<file path="src/core/cetim_pkg.sv">
// constants of the cascaded 16-bit event timer
// Behaviour
// low counter counts selected external input edge
// low overflow clocks high counter in cascade
// full 16-bit match clears both, raises high irq
// low match still raises low irq, toggles
// software masks low irq for 16-bit use
// 16-bit count read returns both bytes together
// software splits compare value high/low bytes
// output enable bit toggles second output per match
// bits 6 and 7 preset second output level
// first match may lag one count clock
// compare value 00h matches every pulse
// software writes compares only while stopped
// lowered compare wraps, never matches early
// software restarts after lowering compare
// cascade select bit 2 enables 16-bit mode
// count enable bit alone starts and stops pair
// external input synchronised, edge detected
// second output toggles with full match
package cetim_pkg;

  localparam logic [5:0] ADDR_MODE     = 6'h00;
  localparam logic [5:0] ADDR_CLKSEL   = 6'h04;
  localparam logic [5:0] ADDR_OSC      = 6'h08;
  localparam logic [5:0] ADDR_CMP_LO   = 6'h0C;
  localparam logic [5:0] ADDR_CMP_HI   = 6'h10;
  localparam logic [5:0] ADDR_OUTCTL   = 6'h14;
  localparam logic [5:0] ADDR_COUNT    = 6'h18;
  localparam logic [5:0] ADDR_IRQ_STAT = 6'h1C;
  localparam logic [5:0] ADDR_IRQ_EN   = 6'h20;
  localparam logic [5:0] ADDR_IRQ_CLR  = 6'h24;

  localparam int MODE_CE_BIT    = 0;
  localparam int MODE_CASC_BIT  = 2;
  localparam int OC_LO_PRE_LOW  = 2;
  localparam int OC_LO_PRE_HIGH = 3;
  localparam int OC_HI_EN_BIT   = 4;
  localparam int OC_HI_PRE_LOW  = 6;
  localparam int OC_HI_PRE_HIGH = 7;
  localparam int OSC_HALVE_BIT  = 0;
  localparam int IRQ_LO_BIT     = 0;
  localparam int IRQ_HI_BIT     = 1;

  localparam logic [7:0] RST_BYTE   = 8'h00;
  localparam logic [3:0] RST_CLKSEL = 4'h0;
  localparam logic [1:0] RST_IRQ    = 2'h0;

  localparam logic [3:0] CLK_EXT_RISE  = 4'h0;
  localparam logic [3:0] CLK_EXT_FALL  = 4'h1;
  localparam logic [3:0] CLK_PRE_FIRST = 4'h6;
  localparam logic [3:0] CLK_PRE_MAX   = 4'hF;
  localparam logic [3:0] PRE_EXP_BASE  = 4'h5;
  localparam logic [3:0] PRE_EXP_TOP   = 4'hB;
  localparam int         PRE_W         = 12;

  typedef enum logic [1:0] {
    BUS_IDLE = 2'b01,
    BUS_ACK  = 2'b10
  } cetim_bus_type;

endpackage

</file>
<file path="src/core/cetim_tick_if.sv">
// count source signals between the timer core and its helpers
`timescale 1ns/1ps
interface cetim_tick_if;
  logic [3:0] clk_sel;
  logic       halve_sel;
  logic       rise;
  logic       fall;
  logic       pre_tick;
  modport edge_mp (output rise, output fall);
  modport pre_mp  (input clk_sel, input halve_sel, output pre_tick);
  modport core_mp (output clk_sel, output halve_sel,
                   input rise, input fall, input pre_tick);
endinterface

</file>
<file path="src/core/cetim_edge.sv">
// synchroniser and edge detector for the external count input
`timescale 1ns/1ps
module cetim_edge
  import cetim_pkg::*;
(
  input  wire logic   clk_sys,
  input  wire logic   rst,
  input  wire logic   pin,
  cetim_tick_if.edge_mp tk
);
  logic s1;
  logic s2;
  logic s3;
  logic next_s1;
  logic next_s2;
  logic next_s3;

  always_comb begin
    next_s1 = pin;
    next_s2 = s1;
    next_s3 = s2;
  end

  always_ff @(posedge clk_sys) begin
    if (rst) begin
      s1 <= 1'b0;
      s2 <= 1'b0;
      s3 <= 1'b0;
    end else begin
      s1 <= next_s1;
      s2 <= next_s2;
      s3 <= next_s3;
    end
  end

  // edges are seen only past the second stage, avoiding metastable reads
  assign tk.rise = s2 & ~s3;
  assign tk.fall = ~s2 & s3;
endmodule

</file>
<file path="src/core/cetim_prescale.sv">
// free running prescaler giving one-cycle count enables
`timescale 1ns/1ps
module cetim_prescale
  import cetim_pkg::*;
(
  input  wire logic  clk_sys,
  input  wire logic  rst,
  cetim_tick_if.pre_mp tk
);
  logic [PRE_W-1:0] cnt;
  logic [PRE_W-1:0] next_cnt;
  logic [PRE_W-1:0] mask;
  logic [3:0]       expo;
  logic             valid;

  // free running: start is not aligned to a count pulse
  always_comb begin
    next_cnt = cnt + {{(PRE_W-1){1'b0}}, 1'b1};
    valid    = (tk.clk_sel >= CLK_PRE_FIRST);
    expo     = (tk.clk_sel == CLK_PRE_MAX) ? PRE_EXP_TOP
             : tk.clk_sel - PRE_EXP_BASE;
    if (!tk.halve_sel) begin
      expo = expo + 4'h1;
    end
    mask = (PRE_W'(1) << expo) - PRE_W'(1);
  end

  always_ff @(posedge clk_sys) begin
    if (rst) begin
      cnt <= '0;
    end else begin
      cnt <= next_cnt;
    end
  end

  assign tk.pre_tick = valid && ((cnt & mask) == mask);
endmodule

</file>
<file path="src/core/cetim_top.sv">
// cascaded 16-bit timer / event counter with avalon register slave
`timescale 1ns/1ps
module cetim_top
  import cetim_pkg::*;
(
  input  wire logic        clk_sys,
  input  wire logic        rst,
  input  wire logic [5:0]  avs_address,
  input  wire logic        avs_read,
  input  wire logic        avs_write,
  input  wire logic [31:0] avs_writedata,
  output logic      [31:0] avs_readdata,
  output logic             avs_waitrequest,
  input  wire logic        external_count_input,
  output logic             irq,
  output logic             first_timer_output,
  output logic             second_timer_output
);

  ////////////////////////////////////////////////////////////////////
  cetim_tick_if tk ();

  cetim_edge u_edge (
    .clk_sys (clk_sys),
    .rst     (rst),
    .pin     (external_count_input),
    .tk      (tk.edge_mp)
  );

  cetim_prescale u_pre (
    .clk_sys (clk_sys),
    .rst     (rst),
    .tk      (tk.pre_mp)
  );

  ////////////////////////////////////////////////////////////////////
  cetim_bus_type bus_state;
  cetim_bus_type next_bus_state;
  logic [7:0]    timer_mode_ctrl_reg;
  logic [3:0]    count_clock_select_reg;
  logic [7:0]    oscillation_mode_reg;
  logic [7:0]    low_compare_reg;
  logic [7:0]    high_compare_reg;
  logic [7:0]    output_control_reg;
  logic [7:0]    low_count_reg;
  logic [7:0]    high_count_reg;
  logic [1:0]    irq_stat;
  logic [1:0]    irq_en;
  logic [7:0]    next_mode;
  logic [3:0]    next_clksel;
  logic [7:0]    next_osc;
  logic [7:0]    next_cmp_lo;
  logic [7:0]    next_cmp_hi;
  logic [7:0]    next_outctl;
  logic [7:0]    next_low;
  logic [7:0]    next_high;
  logic [1:0]    next_irq_stat;
  logic [1:0]    next_irq_en;
  logic [1:0]    irq_set;
  logic [1:0]    irq_clr;
  logic [31:0]   next_readdata;
  logic          next_waitrequest;
  logic          next_irq;
  logic          next_out1;
  logic          next_out2;
  logic          count_enable_bit;
  logic          cascade_select;
  logic          tick;
  logic          match_lo;
  logic          match_full;
  logic          wr_take;
  logic          oc_write;

  function automatic logic [31:0] byte_word(input logic [7:0] b);
    return {24'h000000, b};
  endfunction

  assign count_enable_bit = timer_mode_ctrl_reg[MODE_CE_BIT];
  assign cascade_select   = timer_mode_ctrl_reg[MODE_CASC_BIT];
  assign tk.clk_sel       = count_clock_select_reg;
  assign tk.halve_sel     = oscillation_mode_reg[OSC_HALVE_BIT];
  assign match_lo         = (low_count_reg == low_compare_reg);
  assign match_full       = match_lo && (high_count_reg == high_compare_reg);
  assign wr_take          = avs_write && (bus_state == BUS_ACK);
  assign oc_write         = wr_take && (avs_address == ADDR_OUTCTL);

  // count source: synchronised pin edge or prescaler enable
  always_comb begin
    unique case (count_clock_select_reg)
      CLK_EXT_RISE: tick = count_enable_bit && tk.rise;
      CLK_EXT_FALL: tick = count_enable_bit && tk.fall;
      default:      tick = count_enable_bit && tk.pre_tick;
    endcase
  end

  ////////////////////////////////////////////////////////////////////
  always_comb begin
    next_bus_state   = bus_state;
    next_waitrequest = 1'b1;
    next_readdata    = avs_readdata;
    next_mode        = timer_mode_ctrl_reg;
    next_clksel      = count_clock_select_reg;
    next_osc         = oscillation_mode_reg;
    next_cmp_lo      = low_compare_reg;
    next_cmp_hi      = high_compare_reg;
    next_outctl      = output_control_reg;
    next_low         = low_count_reg;
    next_high        = high_count_reg;
    next_irq_en      = irq_en;
    next_out1        = first_timer_output;
    next_out2        = second_timer_output;
    irq_set          = RST_IRQ;
    irq_clr          = RST_IRQ;

    // counting
    if (!count_enable_bit) begin
      next_low  = RST_BYTE;
      next_high = RST_BYTE;
    end else if (tick) begin
      if (match_lo) begin
        irq_set[IRQ_LO_BIT] = 1'b1;
        next_out1 = ~first_timer_output;
      end
      if (cascade_select) begin
        if (match_full) begin
          next_low  = RST_BYTE;
          next_high = RST_BYTE;
          irq_set[IRQ_HI_BIT] = 1'b1;
          if (output_control_reg[OC_HI_EN_BIT]) begin
            next_out2 = ~second_timer_output;
          end
        end else begin
          // compare below count simply wraps through ffffh
          next_low = low_count_reg + 8'h01;
          if (low_count_reg == 8'hFF) begin
            next_high = high_count_reg + 8'h01;
          end
        end
      end else begin
        next_high = RST_BYTE;
        next_low  = match_lo ? RST_BYTE : low_count_reg + 8'h01;
      end
    end

    // bus: one wait cycle, read word captured on entry
    unique case (bus_state)
      BUS_IDLE: begin
        if (avs_read || avs_write) begin
          next_bus_state   = BUS_ACK;
          next_waitrequest = 1'b0;
          unique case (avs_address)
            ADDR_MODE:     next_readdata = byte_word(timer_mode_ctrl_reg);
            ADDR_CLKSEL:   next_readdata = {28'h0000000,
                                            count_clock_select_reg};
            ADDR_OSC:      next_readdata = byte_word(oscillation_mode_reg);
            ADDR_CMP_LO:   next_readdata = byte_word(low_compare_reg);
            ADDR_CMP_HI:   next_readdata = byte_word(high_compare_reg);
            ADDR_OUTCTL:   next_readdata = byte_word(output_control_reg);
            ADDR_COUNT:    next_readdata = {16'h0000, high_count_reg,
                                            low_count_reg};
            ADDR_IRQ_STAT: next_readdata = {30'h0, irq_stat};
            ADDR_IRQ_EN:   next_readdata = {30'h0, irq_en};
            default:       next_readdata = 32'h00000000;
          endcase
        end
      end
      BUS_ACK: begin
        next_bus_state = BUS_IDLE;
      end
    endcase

    // output control presets override match toggles of the same cycle
    if (wr_take) begin
      unique case (avs_address)
        ADDR_MODE:    next_mode   = avs_writedata[7:0];
        ADDR_CLKSEL:  next_clksel = avs_writedata[3:0];
        ADDR_OSC:     next_osc    = avs_writedata[7:0];
        ADDR_CMP_LO:  next_cmp_lo = avs_writedata[7:0];
        ADDR_CMP_HI:  next_cmp_hi = avs_writedata[7:0];
        ADDR_OUTCTL: begin
          next_outctl = avs_writedata[7:0];
          if (avs_writedata[OC_LO_PRE_HIGH]) begin
            next_out1 = 1'b1;
          end else if (avs_writedata[OC_LO_PRE_LOW]) begin
            next_out1 = 1'b0;
          end
          if (avs_writedata[OC_HI_PRE_HIGH]) begin
            next_out2 = 1'b1;
          end else if (avs_writedata[OC_HI_PRE_LOW]) begin
            next_out2 = 1'b0;
          end
        end
        ADDR_IRQ_EN:  next_irq_en = avs_writedata[1:0];
        ADDR_IRQ_CLR: irq_clr     = avs_writedata[1:0];
        default: begin
        end
      endcase
    end

    // set beats clear so no event is lost
    next_irq_stat = (irq_stat & ~irq_clr) | irq_set;
    next_irq      = |(irq_stat & irq_en);
  end

  always_ff @(posedge clk_sys) begin
    if (rst) begin
      bus_state              <= BUS_IDLE;
      avs_waitrequest        <= 1'b1;
      avs_readdata           <= 32'h00000000;
      timer_mode_ctrl_reg    <= RST_BYTE;
      count_clock_select_reg <= RST_CLKSEL;
      oscillation_mode_reg   <= RST_BYTE;
      low_compare_reg        <= RST_BYTE;
      high_compare_reg       <= RST_BYTE;
      output_control_reg     <= RST_BYTE;
      low_count_reg          <= RST_BYTE;
      high_count_reg         <= RST_BYTE;
      irq_stat               <= RST_IRQ;
      irq_en                 <= RST_IRQ;
      irq                    <= 1'b0;
      first_timer_output     <= 1'b0;
      second_timer_output    <= 1'b0;
    end else begin
      bus_state              <= next_bus_state;
      avs_waitrequest        <= next_waitrequest;
      avs_readdata           <= next_readdata;
      timer_mode_ctrl_reg    <= next_mode;
      count_clock_select_reg <= next_clksel;
      oscillation_mode_reg   <= next_osc;
      low_compare_reg        <= next_cmp_lo;
      high_compare_reg       <= next_cmp_hi;
      output_control_reg     <= next_outctl;
      low_count_reg          <= next_low;
      high_count_reg         <= next_high;
      irq_stat               <= next_irq_stat;
      irq_en                 <= next_irq_en;
      irq                    <= next_irq;
      first_timer_output     <= next_out1;
      second_timer_output    <= next_out2;
    end
  end

  ////////////////////////////////////////////////////////////////////
  full_match_clear_a: assert property (
    @(posedge clk_sys) disable iff (rst)
    tick && cascade_select && match_full && !wr_take
      |=> low_count_reg == 8'h00 && high_count_reg == 8'h00
          && irq_stat[IRQ_HI_BIT])
    else $error("full match did not clear counters");

  low_match_flag_a: assert property (
    @(posedge clk_sys) disable iff (rst)
    tick && match_lo && !oc_write
      |=> irq_stat[IRQ_LO_BIT]
          && first_timer_output != $past(first_timer_output))
    else $error("low match did not flag and toggle");

  high_carry_a: assert property (
    @(posedge clk_sys) disable iff (rst)
    tick && cascade_select && !match_full && low_count_reg == 8'hFF
      && !wr_take
      |=> low_count_reg == 8'h00
          && high_count_reg == $past(high_count_reg) + 8'h01)
    else $error("low overflow did not carry");

  wrap_count_a: assert property (
    @(posedge clk_sys) disable iff (rst)
    tick && cascade_select && !match_full && low_count_reg != 8'hFF
      && !wr_take
      |=> low_count_reg == $past(low_count_reg) + 8'h01
          && high_count_reg == $past(high_count_reg))
    else $error("count did not advance by one");

  stopped_clear_a: assert property (
    @(posedge clk_sys) disable iff (rst)
    !count_enable_bit |=> low_count_reg == 8'h00
                          && high_count_reg == 8'h00)
    else $error("stopped timer holds a count");

  square_toggle_a: assert property (
    @(posedge clk_sys) disable iff (rst)
    tick && cascade_select && match_full
      && output_control_reg[OC_HI_EN_BIT] && !oc_write
      |=> second_timer_output != $past(second_timer_output))
    else $error("second output missed a toggle");

  square_hold_a: assert property (
    @(posedge clk_sys) disable iff (rst)
    !output_control_reg[OC_HI_EN_BIT] && !oc_write
      |=> $stable(second_timer_output))
    else $error("second output moved while disabled");

  preset_high_a: assert property (
    @(posedge clk_sys) disable iff (rst)
    oc_write && avs_writedata[OC_HI_PRE_HIGH]
      |=> second_timer_output)
    else $error("second output preset failed");

  ext_edge_a: assert property (
    @(posedge clk_sys) disable iff (rst)
    count_enable_bit && count_clock_select_reg == CLK_EXT_RISE
      && cascade_select && tk.rise && !match_full
      && low_count_reg != 8'hFF && !wr_take
      |=> low_count_reg == $past(low_count_reg) + 8'h01)
    else $error("external edge not counted");

  count_read_a: assert property (
    @(posedge clk_sys) disable iff (rst)
    bus_state == BUS_IDLE && avs_read && avs_address == ADDR_COUNT
      |=> avs_readdata[15:0] == {$past(high_count_reg),
                                 $past(low_count_reg)}
          && !avs_waitrequest)
    else $error("count read torn or late");

endmodule

</file>
<file path="config.mk">
export PLATFORM = sky130hd
export DESIGN_NAME = cetim_top
export DESIGN_NICKNAME = d
export VERILOG_FILES = /design/src/core/cetim_pkg.sv /design/src/core/cetim_tick_if.sv /design/src/core/cetim_edge.sv /design/src/core/cetim_prescale.sv /design/src/core/cetim_top.sv
export SDC_FILE = /design/constraint.sdc
export NUM_CORES = 1
export LEC_CHECK = 0
export BUFFER_PORTS_ARGS = -buffer_cell sky130_fd_sc_hd__buf_2
export CORE_MARGIN = 5
export CORE_UTILIZATION = 58
export DETAILED_ROUTE_END_ITERATION = 8
export HOLD_SLACK_MARGIN = 0.15
export PLACE_DENSITY = 0.8
export SETUP_SLACK_MARGIN = 0.02
export SYNTH_ARGS = -nofsm -noshare
export SYNTH_HDL_FRONTEND = slang
export SYNTH_HIERARCHICAL = 1
export SYNTH_SLANG_ARGS = --single-unit
</file>
<file path="constraint.sdc">
create_clock -name clk_sys -period 6.7 [get_ports clk_sys]
set_clock_uncertainty 0.05 [all_clocks]
set_input_delay 1.34 -clock clk_sys [delete_from_list [all_inputs] [get_ports clk_sys]]
set_output_delay 1.34 -clock clk_sys [all_outputs]
set_load 0.02 [all_outputs]
</file>
==> metrics, run 1 <==
RSZ-0062 raised after global routing=false; Setup crit end kind=flip-flop; setup TNS=0 ps; CORE AREA=9774 µm²; relative slew slack=about 23%; area leader, netlist=dfxtp_1; Data arrival, critical path=~6200 ps; FF-to-FF Start=count_clock_select_reg[0]$_SDFFE_PP0P_; pre-CTS setup slack=842.8 ps; Power Total=1.040 mW; Seq pwr share=58.4%; static leakage=2.269 nW; port bufs=38; total CTS buffers=9; setup bufs post-CTS=0; CTS Buffer Depth=2; Std-Cell Rows=36; crit path launch=count_clock_select_reg[0]$_SDFFE_PP0P_; Post-Synthesis Cells=668; max frequency=0.1657 GHz; Fin. Hold Viols=0; Post-CTS Hold Fix Bufs=0; GRT Total Usage=23.73%; CTS resizes=0; Most flops, register=avs_readdata; CTS tree=yes; top cell type's share of synthesized area=34.75%; vias in the first global route=between 4,000 and 5,000; Starting Density=59.52%; Post-synth ARST share=0%; cell count after placement=~800; ys flop type=dfxtp_1; area of the multi-input gates=3453 µm²; setup violators final=0; CP max FO=12; largest net degree at the start of global routing=between 70 and 80; DIE HEIGHT=110.2 µm; GRT Residual Overflow=0; Die Footprint=12,130 µm²; Sw Share=25.65%; sw power=266.9 µW; Post-synth EDFFs=0; max reg flops=16; fin crit period=approximately 6000 ps; logic gate share of total power=6.0%; internal power=a little under 800 µW; Worst Hold Class=reg2reg; Critical Path Source Type=flip-flop; Layout area overhead=4.989%; fillers=~860; DRC viols=0; CTS H-Tree Depth=3; Die Wd=110.2 µm; Worst VDD drop=about 140 µV; result of the run=finished clean; Area contributors post-synth=dfxtp_1, mux2i_1, nor2_1; clk slew on worst S/H paths=100 ps; CP required=6880 ps; drt first pass iters=6; sequential share of the synthesized area=a little over a third; share of cells above drive strength 1=13.22%; Iteration-0 DRC Markers=508; register area=2022 µm²; Post-Route WL=13,840 µm; post-detailed-route wirelength per cell=17.00 µm; Vias/cell=about 6.1; min-delay src=u_edge/next_s2$_SDFF_PP0_; largest registers=avs_readdata (16), u_pre/cnt (12); worst setup margin=666.5 ps; Netlist cell types=76; mapped cell area=roughly 5800 µm²; Crit Path Category=reg2reg; syn_area_per_cell=8.710 µm²; clock net sink count=101; Ys Warns=6; number of nets still failing antenna checks after routing=0; synthesis-stage register bit count=101; initial antenna violation count=0; Final Max Slew Viols=0; Placer Congestion=0.8893; Vias=4,973; Skew-Pair Late Insertion Delay=360 ps; clock network power share=35.6%; Max-Cap Viols=0; number of diodes=0; Layout Cells excl Fill=roughly 800; Slew @ Worst Pin=roughly 1100 ps; Power per Cell Area=170.3 nW/µm²; I/O Pins=79; hpwl dp=10,010 µm; first-pass GRT wire length=about 23,000 µm; Root Driver=clkbuf_8; period utilisation layout=90.05%; reg2reg setup slack=670 ps; Final nets=roughly 730
==> path summary, 6_finish.rpt <==
kind,endpoint,cells after the start
hold / removal,u_edge/next_s3$_SDFF_PP0_,1
hold reg to reg,u_edge/next_s3$_SDFF_PP0_,1
setup / recovery,low_count_reg[7]$_SDFFE_PP0N_,21
setup reg to reg,low_count_reg[7]$_SDFFE_PP0N_,21
==> critical path, stage by stage (launching register included) <==
cell and delay (ps):
dfxtp_1 620, ha_1 350, nand3_2 130, and2_1 320, clkinv_8 110, ha_1 300
nor2b_1 430, nand2_1 160, o21ai_1 310, nand3_1 130, ha_1 300, o22ai_1 80
nor2_1 140, o211ai_1 90, or4b_1 500, nor4_1 330, o31ai_1 130, o41ai_1 110
buf_4 260, nand4_1 340, o21bai_1 590, nor2_1 110
==> layout make-up <==
type / count / area share (%)
clock buffer: 12 / 2.376
clock inverter: 4 / 0.6555
inverter: 13 / 1.004
multi-input combinational: 509 / 56.53
sequential: 101 / 33.10
tap: 133 / 2.724
timing repair buffer: 42 / 3.605
==> kinds of logic after synthesis <==
logic type               Yosys count  share of synthesized area, %
adder cells (fa/ha/maj)            8                         1.720
XOR/XNOR                          40                         6.151
multiplexers                      61                         11.87
AO/OA/AOI/OAI                    126                         15.79
AND/OR/NAND/NOR                  258                         22.69
buffers and inverters             73                         6.968
other                              1                       0.06445
flip-flops                       101                         34.75
==> per-layer routing <==
metal | share of wire [%] | GRT usage, %
met5 | 0 | 0
met1 | 45 | 33.78
met4 | 1.5 | 5.541
met2 | 46 | 37.35
met3 | 7.8 | 4.543
==> synth_stat cells, types with 14 or more instances <==
master    number
o21ai_0       14
clkbuf_1      26
nand3_1       31
a22oi_1       14
xor2_1        30
a21oi_1       26
buf_4         16
mux2i_1       51
nor2b_1       17
dfxtp_1      101
nand2_1       38
nor2_1        97
==> through the flow <==
stage	util (%)	hold slack (ps)	instance area, µm²
detailed placement	60.60	381.9	5923
floorplan	-	363.8	5874
finish	62.49	423.3	6108
global route	62.49	449.3	6108
global placement	60.60	389.6	5923
CTS	62.49	423.3	6108
==> power groups by stage <==
stage	Sequential, mW	Clock (mW)	Combinational (mW)
floorplan	0.621	0	0.0501
global placement	0.621	0	0.0599
detailed placement	0.621	0	0.0612
CTS	0.607	0.374	0.0614
global route	0.608	0.400	0.0679
finish	0.607	0.371	0.0625
==> cells in the final DEF (no fill, tap or decap), types with 8 or more instances in the layout <==
| cell type | instances |
|---|---|
| o21ai_0 | 14 |
| a31oi_1 | 9 |
| mux2i_1 | 51 |
| a21oi_1 | 26 |
| xor2_1 | 30 |
| nand2_1 | 38 |
| o22ai_1 | 8 |
| a22oi_1 | 14 |
| ha_1 | 8 |
| nor2b_1 | 17 |
| nor3_1 | 12 |
| conb_1 | 16 |
| inv_1 | 12 |
| xnor2_1 | 9 |
| dfxtp_1 | 101 |
| a22o_1 | 8 |
| nand3_1 | 31 |
| nand4_1 | 12 |
| nor2_1 | 97 |
| clkbuf_8 | 10 |
| nand2b_1 | 8 |
| buf_2 | 38 |
(Power assumes the default switching activity.)
==> run 2: changes to the inputs <==
--- a/config.mk
+++ b/config.mk
@@ -10,6 +10,7 @@
 export CORE_UTILIZATION = 58
 export DETAILED_ROUTE_END_ITERATION = 8
 export HOLD_SLACK_MARGIN = 0.15
+export MAX_ROUTING_LAYER = met4
 export PLACE_DENSITY = 0.8
 export SETUP_SLACK_MARGIN = 0.02
 export SYNTH_ARGS = -nofsm -noshare
==> constraint.sdc (replaced) <==
create_clock -name clk_sys -period 6.28 [get_ports clk_sys]
set_clock_uncertainty 0.05 [all_clocks]
set_input_delay 1.256 -clock clk_sys [delete_from_list [all_inputs] [get_ports clk_sys]]
set_output_delay 1.256 -clock clk_sys [all_outputs]
set_load 0.02 [all_outputs]
==> run 2 against run 1 <==
Maximum frequency up 6.6%. Critical path depth shrank 1. Combinational power rose by 7.7%. Worst setup slack worse by 49 ps. Non-clock buffer count rose by 2. Final cell count increased by 0.25%. Total power increased by 13%. Critical path type unchanged. Largest power group unchanged.
==> metrics, run 2 (synthesis results as in run 1) <==
result of the run=finished clean; number of diodes=0; drt first pass iters=5; GRT Residual Overflow=0; Setup crit end kind=flip-flop; CORE AREA=9774 µm²; I/O Pins=79; Hold Slack=406.5 ps; clock net sink count=about 100; Data arrival, critical path=about 5900 ps; Critical Path Source Type=flip-flop; Vias=4,923; Crit path top cell by count=ha_1; Layout Cells excl Fill=816; largest registers=avs_readdata (16), u_pre/cnt (12); worst path bufs/invs=1; GR met3 Demand/Resource=approximately 6.3%; Post-Route WL=14,270 µm; Worst VDD drop=approximately 160 µV; Power per Cell Area=191.0 nW/µm²; Std-Cell Rows=36; Max-Cap Viols=0; Iteration-0 DRC Markers=between 300 and 400; Fin. Hold Viols=0; max frequency=between 0.15 and 0.2 GHz; period utilisation layout=90.16%; met1 Usage GRT=between 30 and 40%; Placer Congestion=0.8717; total CTS buffers=9; initial antenna violation count=0; CP required=roughly 6500 ps; Die Wd=110.2 µm; Vias/cell=6.033; highest-count cells in the layout ignoring fill and taps=dfxtp_1, nor2_1, mux2i_1; port bufs=38; Skew-Pair Late Insertion Delay=370 ps; CTS resizes=0; number of nets still failing antenna checks after routing=0; RSZ-0062 raised after global routing=false; CP max FO=12; setup TNS=0 ps; post-detailed-route wirelength per cell=17.49 µm; reg2reg setup slack=~620 ps; Final Max Slew Viols=0; Worst Hold Class=reg2reg; share of cells above drive strength 1=a little over an eighth; DP Area=~5900 µm²; Most Crowded Layer GR=met2; clk slew on worst S/H paths=90 ps; met2 Usage GRT=38.56%; Layout area overhead=5.957%; delay-heaviest family, CP=simple AND/OR/NAND/NOR gates; Die Footprint=between 10,000 and 15,000 µm²; worst-path cell chain=ha_1, nand3_2, and2_1, clkinv_8, ha_1, nor2b_1, nand2_1, o21ai_1, nand3_1, ha_1, o22ai_1, nor2_1, o211ai_1, or4b_1, nor4_1, o31ai_1, o41ai_1, nand4_1, o21bai_1, nor2_1; fillers=851; largest net degree at the start of global routing=46; DRC viols=0; cell count after placement=800; CTS Buffer Depth=2; vias in the first global route=around 4,700; Crit Path Category=reg2reg; setup violators final=0; fin crit period=approximately 5700 ps; Starting Density=59.52%; Root Driver=clkbuf_8; GRT Total Usage=between 20% and 30%; critical path's largest stage delay=600 ps; first-pass GRT wire length=23,270 µm; static leakage=2.294 nW; Most flops, register=avs_readdata; CTS H-Tree Depth=3; DIE HEIGHT=~110 µm; CP max stage cell=dfxtp_1; Slew @ Worst Pin=1356 ps; hpwl dp=10,420 µm; max reg flops=16; most common cell after layout, fill and taps aside=dfxtp_1; relative slew slack=8.887%; Final nets=729; Final Util=a little over three fifths; setup bufs post-CTS=0; CTS tree=yes; Post-CTS Hold Fix Bufs=0; Final Cell Area=6165 µm²
==> run 2: changes by cell type in the layout (fill, tap and decap cells not counted) <==
cell	delta
buf_4	+2
bufinv_16	+2
inv_8	-2
clkbuf_8	+1
clkinv_4	-1
clkinvlp_4	+1
inv_6	-1
==> run 2: report_power, final <==
part	internal, mW	switching (mW)
Clock	0.247	0.216
Sequential	0.644	0.00347
Combinational	0.0173	0.0500
==> run 2: path summary, 6_finish.rpt <==
path / from / to / cells past startpoint
worst min-delay path: u_edge/next_s2$_SDFF_PP0_ / u_edge/next_s3$_SDFF_PP0_ / 1
worst max register to register: count_clock_select_reg[0]$_SDFFE_PP0P_ / low_count_reg[2]$_SDFFE_PP0N_ / 20
worst max-delay path: count_clock_select_reg[0]$_SDFFE_PP0P_ / low_count_reg[2]$_SDFFE_PP0N_ / 20
worst min register to register: u_edge/next_s2$_SDFF_PP0_ / u_edge/next_s3$_SDFF_PP0_ / 1
==> run 2: layer usage <==
| metal | routed length (µm) | up-vias |
|---|---|---|
| li1 | - | 2372 |
| met1 | 6348 | 2362 |
| met2 | 6669 | 173 |
| met3 | 1014 | 16 |
| met4 | 239 | 0 |
| met5 | 0 | - |
==> run 2: worst reg2reg max path, cell delays in order, from the launching register on <==
cell and delay [ps]:
dfxtp_1 600, ha_1 360, nand3_2 130, and2_1 320, clkinv_8 110, ha_1 330, nor2b_1 430, nand2_1 150
o21ai_1 320, nand3_1 130, ha_1 300, o22ai_1 80, nor2_1 130, o211ai_1 80, or4b_1 500, nor4_1 360
o31ai_1 120, o41ai_1 130, nand4_1 300, o21bai_1 500, nor2_1 100
==> run 2: area by class of cell <==
class / count / area (µm²) / area share, %
clock inverter: 3 / 67.56 / 1.096
inverter: 13 / 61.31 / 0.9945
multi-input combinational: 509 / 3453 / 56.02
tap: 133 / 166.4 / 2.699
timing repair buffer: 44 / 235.2 / 3.816
sequential: 101 / 2022 / 32.80
clock buffer: 13 / 158.9 / 2.578
==> run 2: through the flow <==
step | worst slack (ps) | total power, mW
after CTS | 679.0 | 1.185
after global routing | 271.6 | 1.218
after global placement | 781.6 | 0.7265
after detailed placement | 721.6 | 0.7284
after floorplan | 1414 | 0.7155
final | 617.9 | 1.178
==> run 3: changes to the inputs <==
--- a/config.mk
+++ b/config.mk
@@ -5,13 +5,14 @@
 export SDC_FILE = /design/constraint.sdc
 export NUM_CORES = 1
 export LEC_CHECK = 0
+export ABC_AREA = 1
 export BUFFER_PORTS_ARGS = -buffer_cell sky130_fd_sc_hd__buf_2
 export CORE_MARGIN = 5
-export CORE_UTILIZATION = 58
+export CORE_UTILIZATION = 60
 export DETAILED_ROUTE_END_ITERATION = 8
 export HOLD_SLACK_MARGIN = 0.15
 export MAX_ROUTING_LAYER = met4
-export PLACE_DENSITY = 0.8
+export PLACE_DENSITY = 0.83
 export SETUP_SLACK_MARGIN = 0.02
 export SYNTH_ARGS = -nofsm -noshare
 export SYNTH_HDL_FRONTEND = slang
==> constraint.sdc (replaced) <==
create_clock -name clk_sys -period 6.75 [get_ports clk_sys]
set_clock_uncertainty 0.05 [all_clocks]
set_input_delay 1.35 -clock clk_sys [delete_from_list [all_inputs] [get_ports clk_sys]]
set_output_delay 1.35 -clock clk_sys [all_outputs]
set_load 0.02 [all_outputs]
==> run 3 against run 2 <==
Maximum frequency is 20% higher. First-iteration DRC count up 35%. Final cell count grew 23%. Sequential cell count unchanged. Synthesized cell count is 26% higher. Clock-buffer cell count fell by 1. Total power down 12%. Combinational power fell by 8.0%. Cell area is 1.0% lower. Via count increased by 13%. Die area is 4.9% lower. Synthesized area decreased by 2.1%.
==> metrics, run 3 <==
Post-synth EDFFs=0; clk slew on worst S/H paths=100 ps; Power Total=about 1.0 mW; CP max stage cell=dfxtp_1; share of cells above drive strength 1=13.55%; Post-synth ARST share=0%; sequential share of the synthesized area=between 30% and 40%; Power per Cell Area=170.6 nW/µm²; Die Wd=approximately 110 µm; GRT Residual Overflow=0; first-pass GRT wire length=23,190 µm; mapped cell area=5695 µm²; Max-Cap Viols=0; Fin. Hold Viols=0; Worst VDD drop=114.8 µV; Worst Hold Class=reg2reg; Die Footprint=11,540 µm²; synth cell count leaders=nand2_1, nor2_1, dfxtp_1; CP max FO=14; Crit Path Category=reg2reg; period utilisation layout=70.03%; GRT Total Usage=25.52%; number of diodes=0; CP required=6960 ps; Layout Cells excl Fill=1,007; reg2reg setup slack=just over 2000 ps; Layout area overhead=7.140%; I/O Pins=79; Starting Density=between 60% and 70%; Crit path top cell by count=nand2_1; worst reg2reg path depth=28; DRC viols=0; delay-heaviest family, CP=simple AND/OR/NAND/NOR gates; result of the run=finished clean; most common cell after layout, fill and taps aside=nand2_1; highest-count cells in the layout ignoring fill and taps=nand2_1, nor2_1, dfxtp_1; setup violators final=0; number of nets still failing antenna checks after routing=0; vias in the first global route=4,966; Most flops, register=avs_readdata; Post-CTS Hold Fix Bufs=0; Area contributors post-synth=dfxtp_1, nand2_1, nor2_1; hold path endpoint=u_edge/next_s3$_SDFF_PP0_; Netlist cell types=46; fin crit period=4727 ps; total CTS buffers=9; hpwl dp=10,870 µm; drt first pass iters=7; clock net sink count=101; Iteration-0 DRC Markers=443; crit path launch=count_clock_select_reg[0]$_SDFFE_PP0P_; area leader, netlist=dfxtp_1; Final nets=924; CTS tree=yes; ys flop type=dfxtp_1; Std-Cell Rows=35; Vias=5,564; largest net degree at the start of global routing=42; CTS resizes=0; Final Max Slew Viols=0; relative slew slack=between 30 and 40%; CORE AREA=9240 µm²; RR Endpoint=low_count_reg[7]$_SDFFE_PP0N_; critical path's largest stage delay=approximately 500 ps; Hold Slack=363.1 ps; initial antenna violation count=0; static leakage=2.499 nW; syn_area_per_cell=6.764 µm²; Setup crit end kind=flip-flop; cell count after placement=991; Vias/cell=between 5 and 6; synthesis-stage register bit count=101; largest registers=avs_readdata (16), u_pre/cnt (12); Post-Synthesis Cells=842; CTS Buffer Depth=2; max reg flops=16; max frequency=0.2116 GHz; Post-Route WL=14,310 µm; CTS H-Tree Depth=3; Ys Warns=6; Data arrival, critical path=4940 ps; Final Util=66.04%; Placer Congestion=0.9206; post-detailed-route wirelength per cell=~14 µm; min-delay src=u_edge/next_s2$_SDFF_PP0_; Skew-Pair Late Insertion Delay=370 ps; hold path cells=2; Root Driver=clkbuf_8; Critical Path Source Type=flip-flop; Slew @ Worst Pin=just under 1000 ps; setup TNS=0 ps; most frequent cell after synthesis=nand2_1; top cell type's share of synthesized area=35.50%; RSZ-0062 raised after global routing=false; worst path bufs/invs=6; FF-to-FF Start=count_clock_select_reg[0]$_SDFFE_PP0P_; port bufs=38; DIE HEIGHT=107.4 µm; setup bufs post-CTS=0; fillers=817
-- run 3: how the worst max path moves through the flow --
| stage | to | slack (ps) | cells past startpoint |
|---|---|---|---|
| after CTS | low_count_reg[7]$_SDFFE_PP0N_ | 2110 | 28 |
| after floorplan | low_count_reg[7]$_SDFFE_PP0N_ | 3180 | 28 |
| after detailed placement | low_count_reg[7]$_SDFFE_PP0N_ | 2130 | 28 |
| after global routing | low_count_reg[6]$_SDFFE_PP0N_ | 1710 | 28 |
| after global placement | low_count_reg[7]$_SDFFE_PP0N_ | 2130 | 28 |
| final | low_count_reg[7]$_SDFFE_PP0N_ | 2020 | 28 |
-- run 3: power by group --
| part | total [mW] | switching, mW | leakage (nW) | internal, mW |
|---|---|---|---|---|
| Clock | 0.377 | 0.211 | 0.103 | 0.166 |
| Sequential | 0.602 | 0.00255 | 0.815 | 0.600 |
| Combinational | 0.0619 | 0.0475 | 1.58 | 0.0143 |
| Total | 1.04 | 0.261 | 2.50 | 0.780 |
-- run 3: cell families (layout without fill, tap and decap cells) --
kind of cell | count (synthesis) | in the layout | synth area share, %
simple gates | 409 | 409 | 34.10
compound gates | 163 | 163 | 15.51
buf+inv | 147 | 168 | 11.07
flops | 101 | 101 | 35.50
xor+xnor | 13 | 13 | 1.999
fa+ha+maj | 8 | 8 | 1.758
other cells | 1 | 16 | 0.06584
-- run 3: per-stage QoR --
| step | cell area [µm²] | setup slack [ps] |
|---|---|---|
| after floorplan | 5752 | 3178 |
| after detailed placement | 5906 | 2132 |
| after global placement | 5906 | 2129 |
| final | 6102 | 2023 |
| after global routing | 6102 | 1713 |
| after CTS | 6102 | 2112 |
-- run 3: per-layer routing --
metal	global-route usage [%]	vias to the layer above	routed length [µm]
li1	-	2754	-
met1	33.83	2535	6433
met2	40.30	240	6409
met3	4.919	35	1173
met4	6.583	0	294
met5	-	-	0
-- run 3: area by class of cell --
cell class | instances | area [µm²] | area share, %
Clock inverter | 4 | 31.28 | 0.5126
Inverter | 113 | 425.4 | 6.972
Sequential cell | 101 | 2022 | 33.14
Tap cell | 129 | 161.4 | 2.645
Timing Repair Buffer | 39 | 197.7 | 3.240
Multi-Input combinational cell | 609 | 3099 | 50.79
Clock buffer | 12 | 165.2 | 2.707
-- run 3: tightest hold or removal path: cells and delay by family (launching register included) --
kind / cells / cell delay, ps
DFF: 1 / 310
and+or+nand+nor: 1 / 30
buffers and inverters: 1 / 40
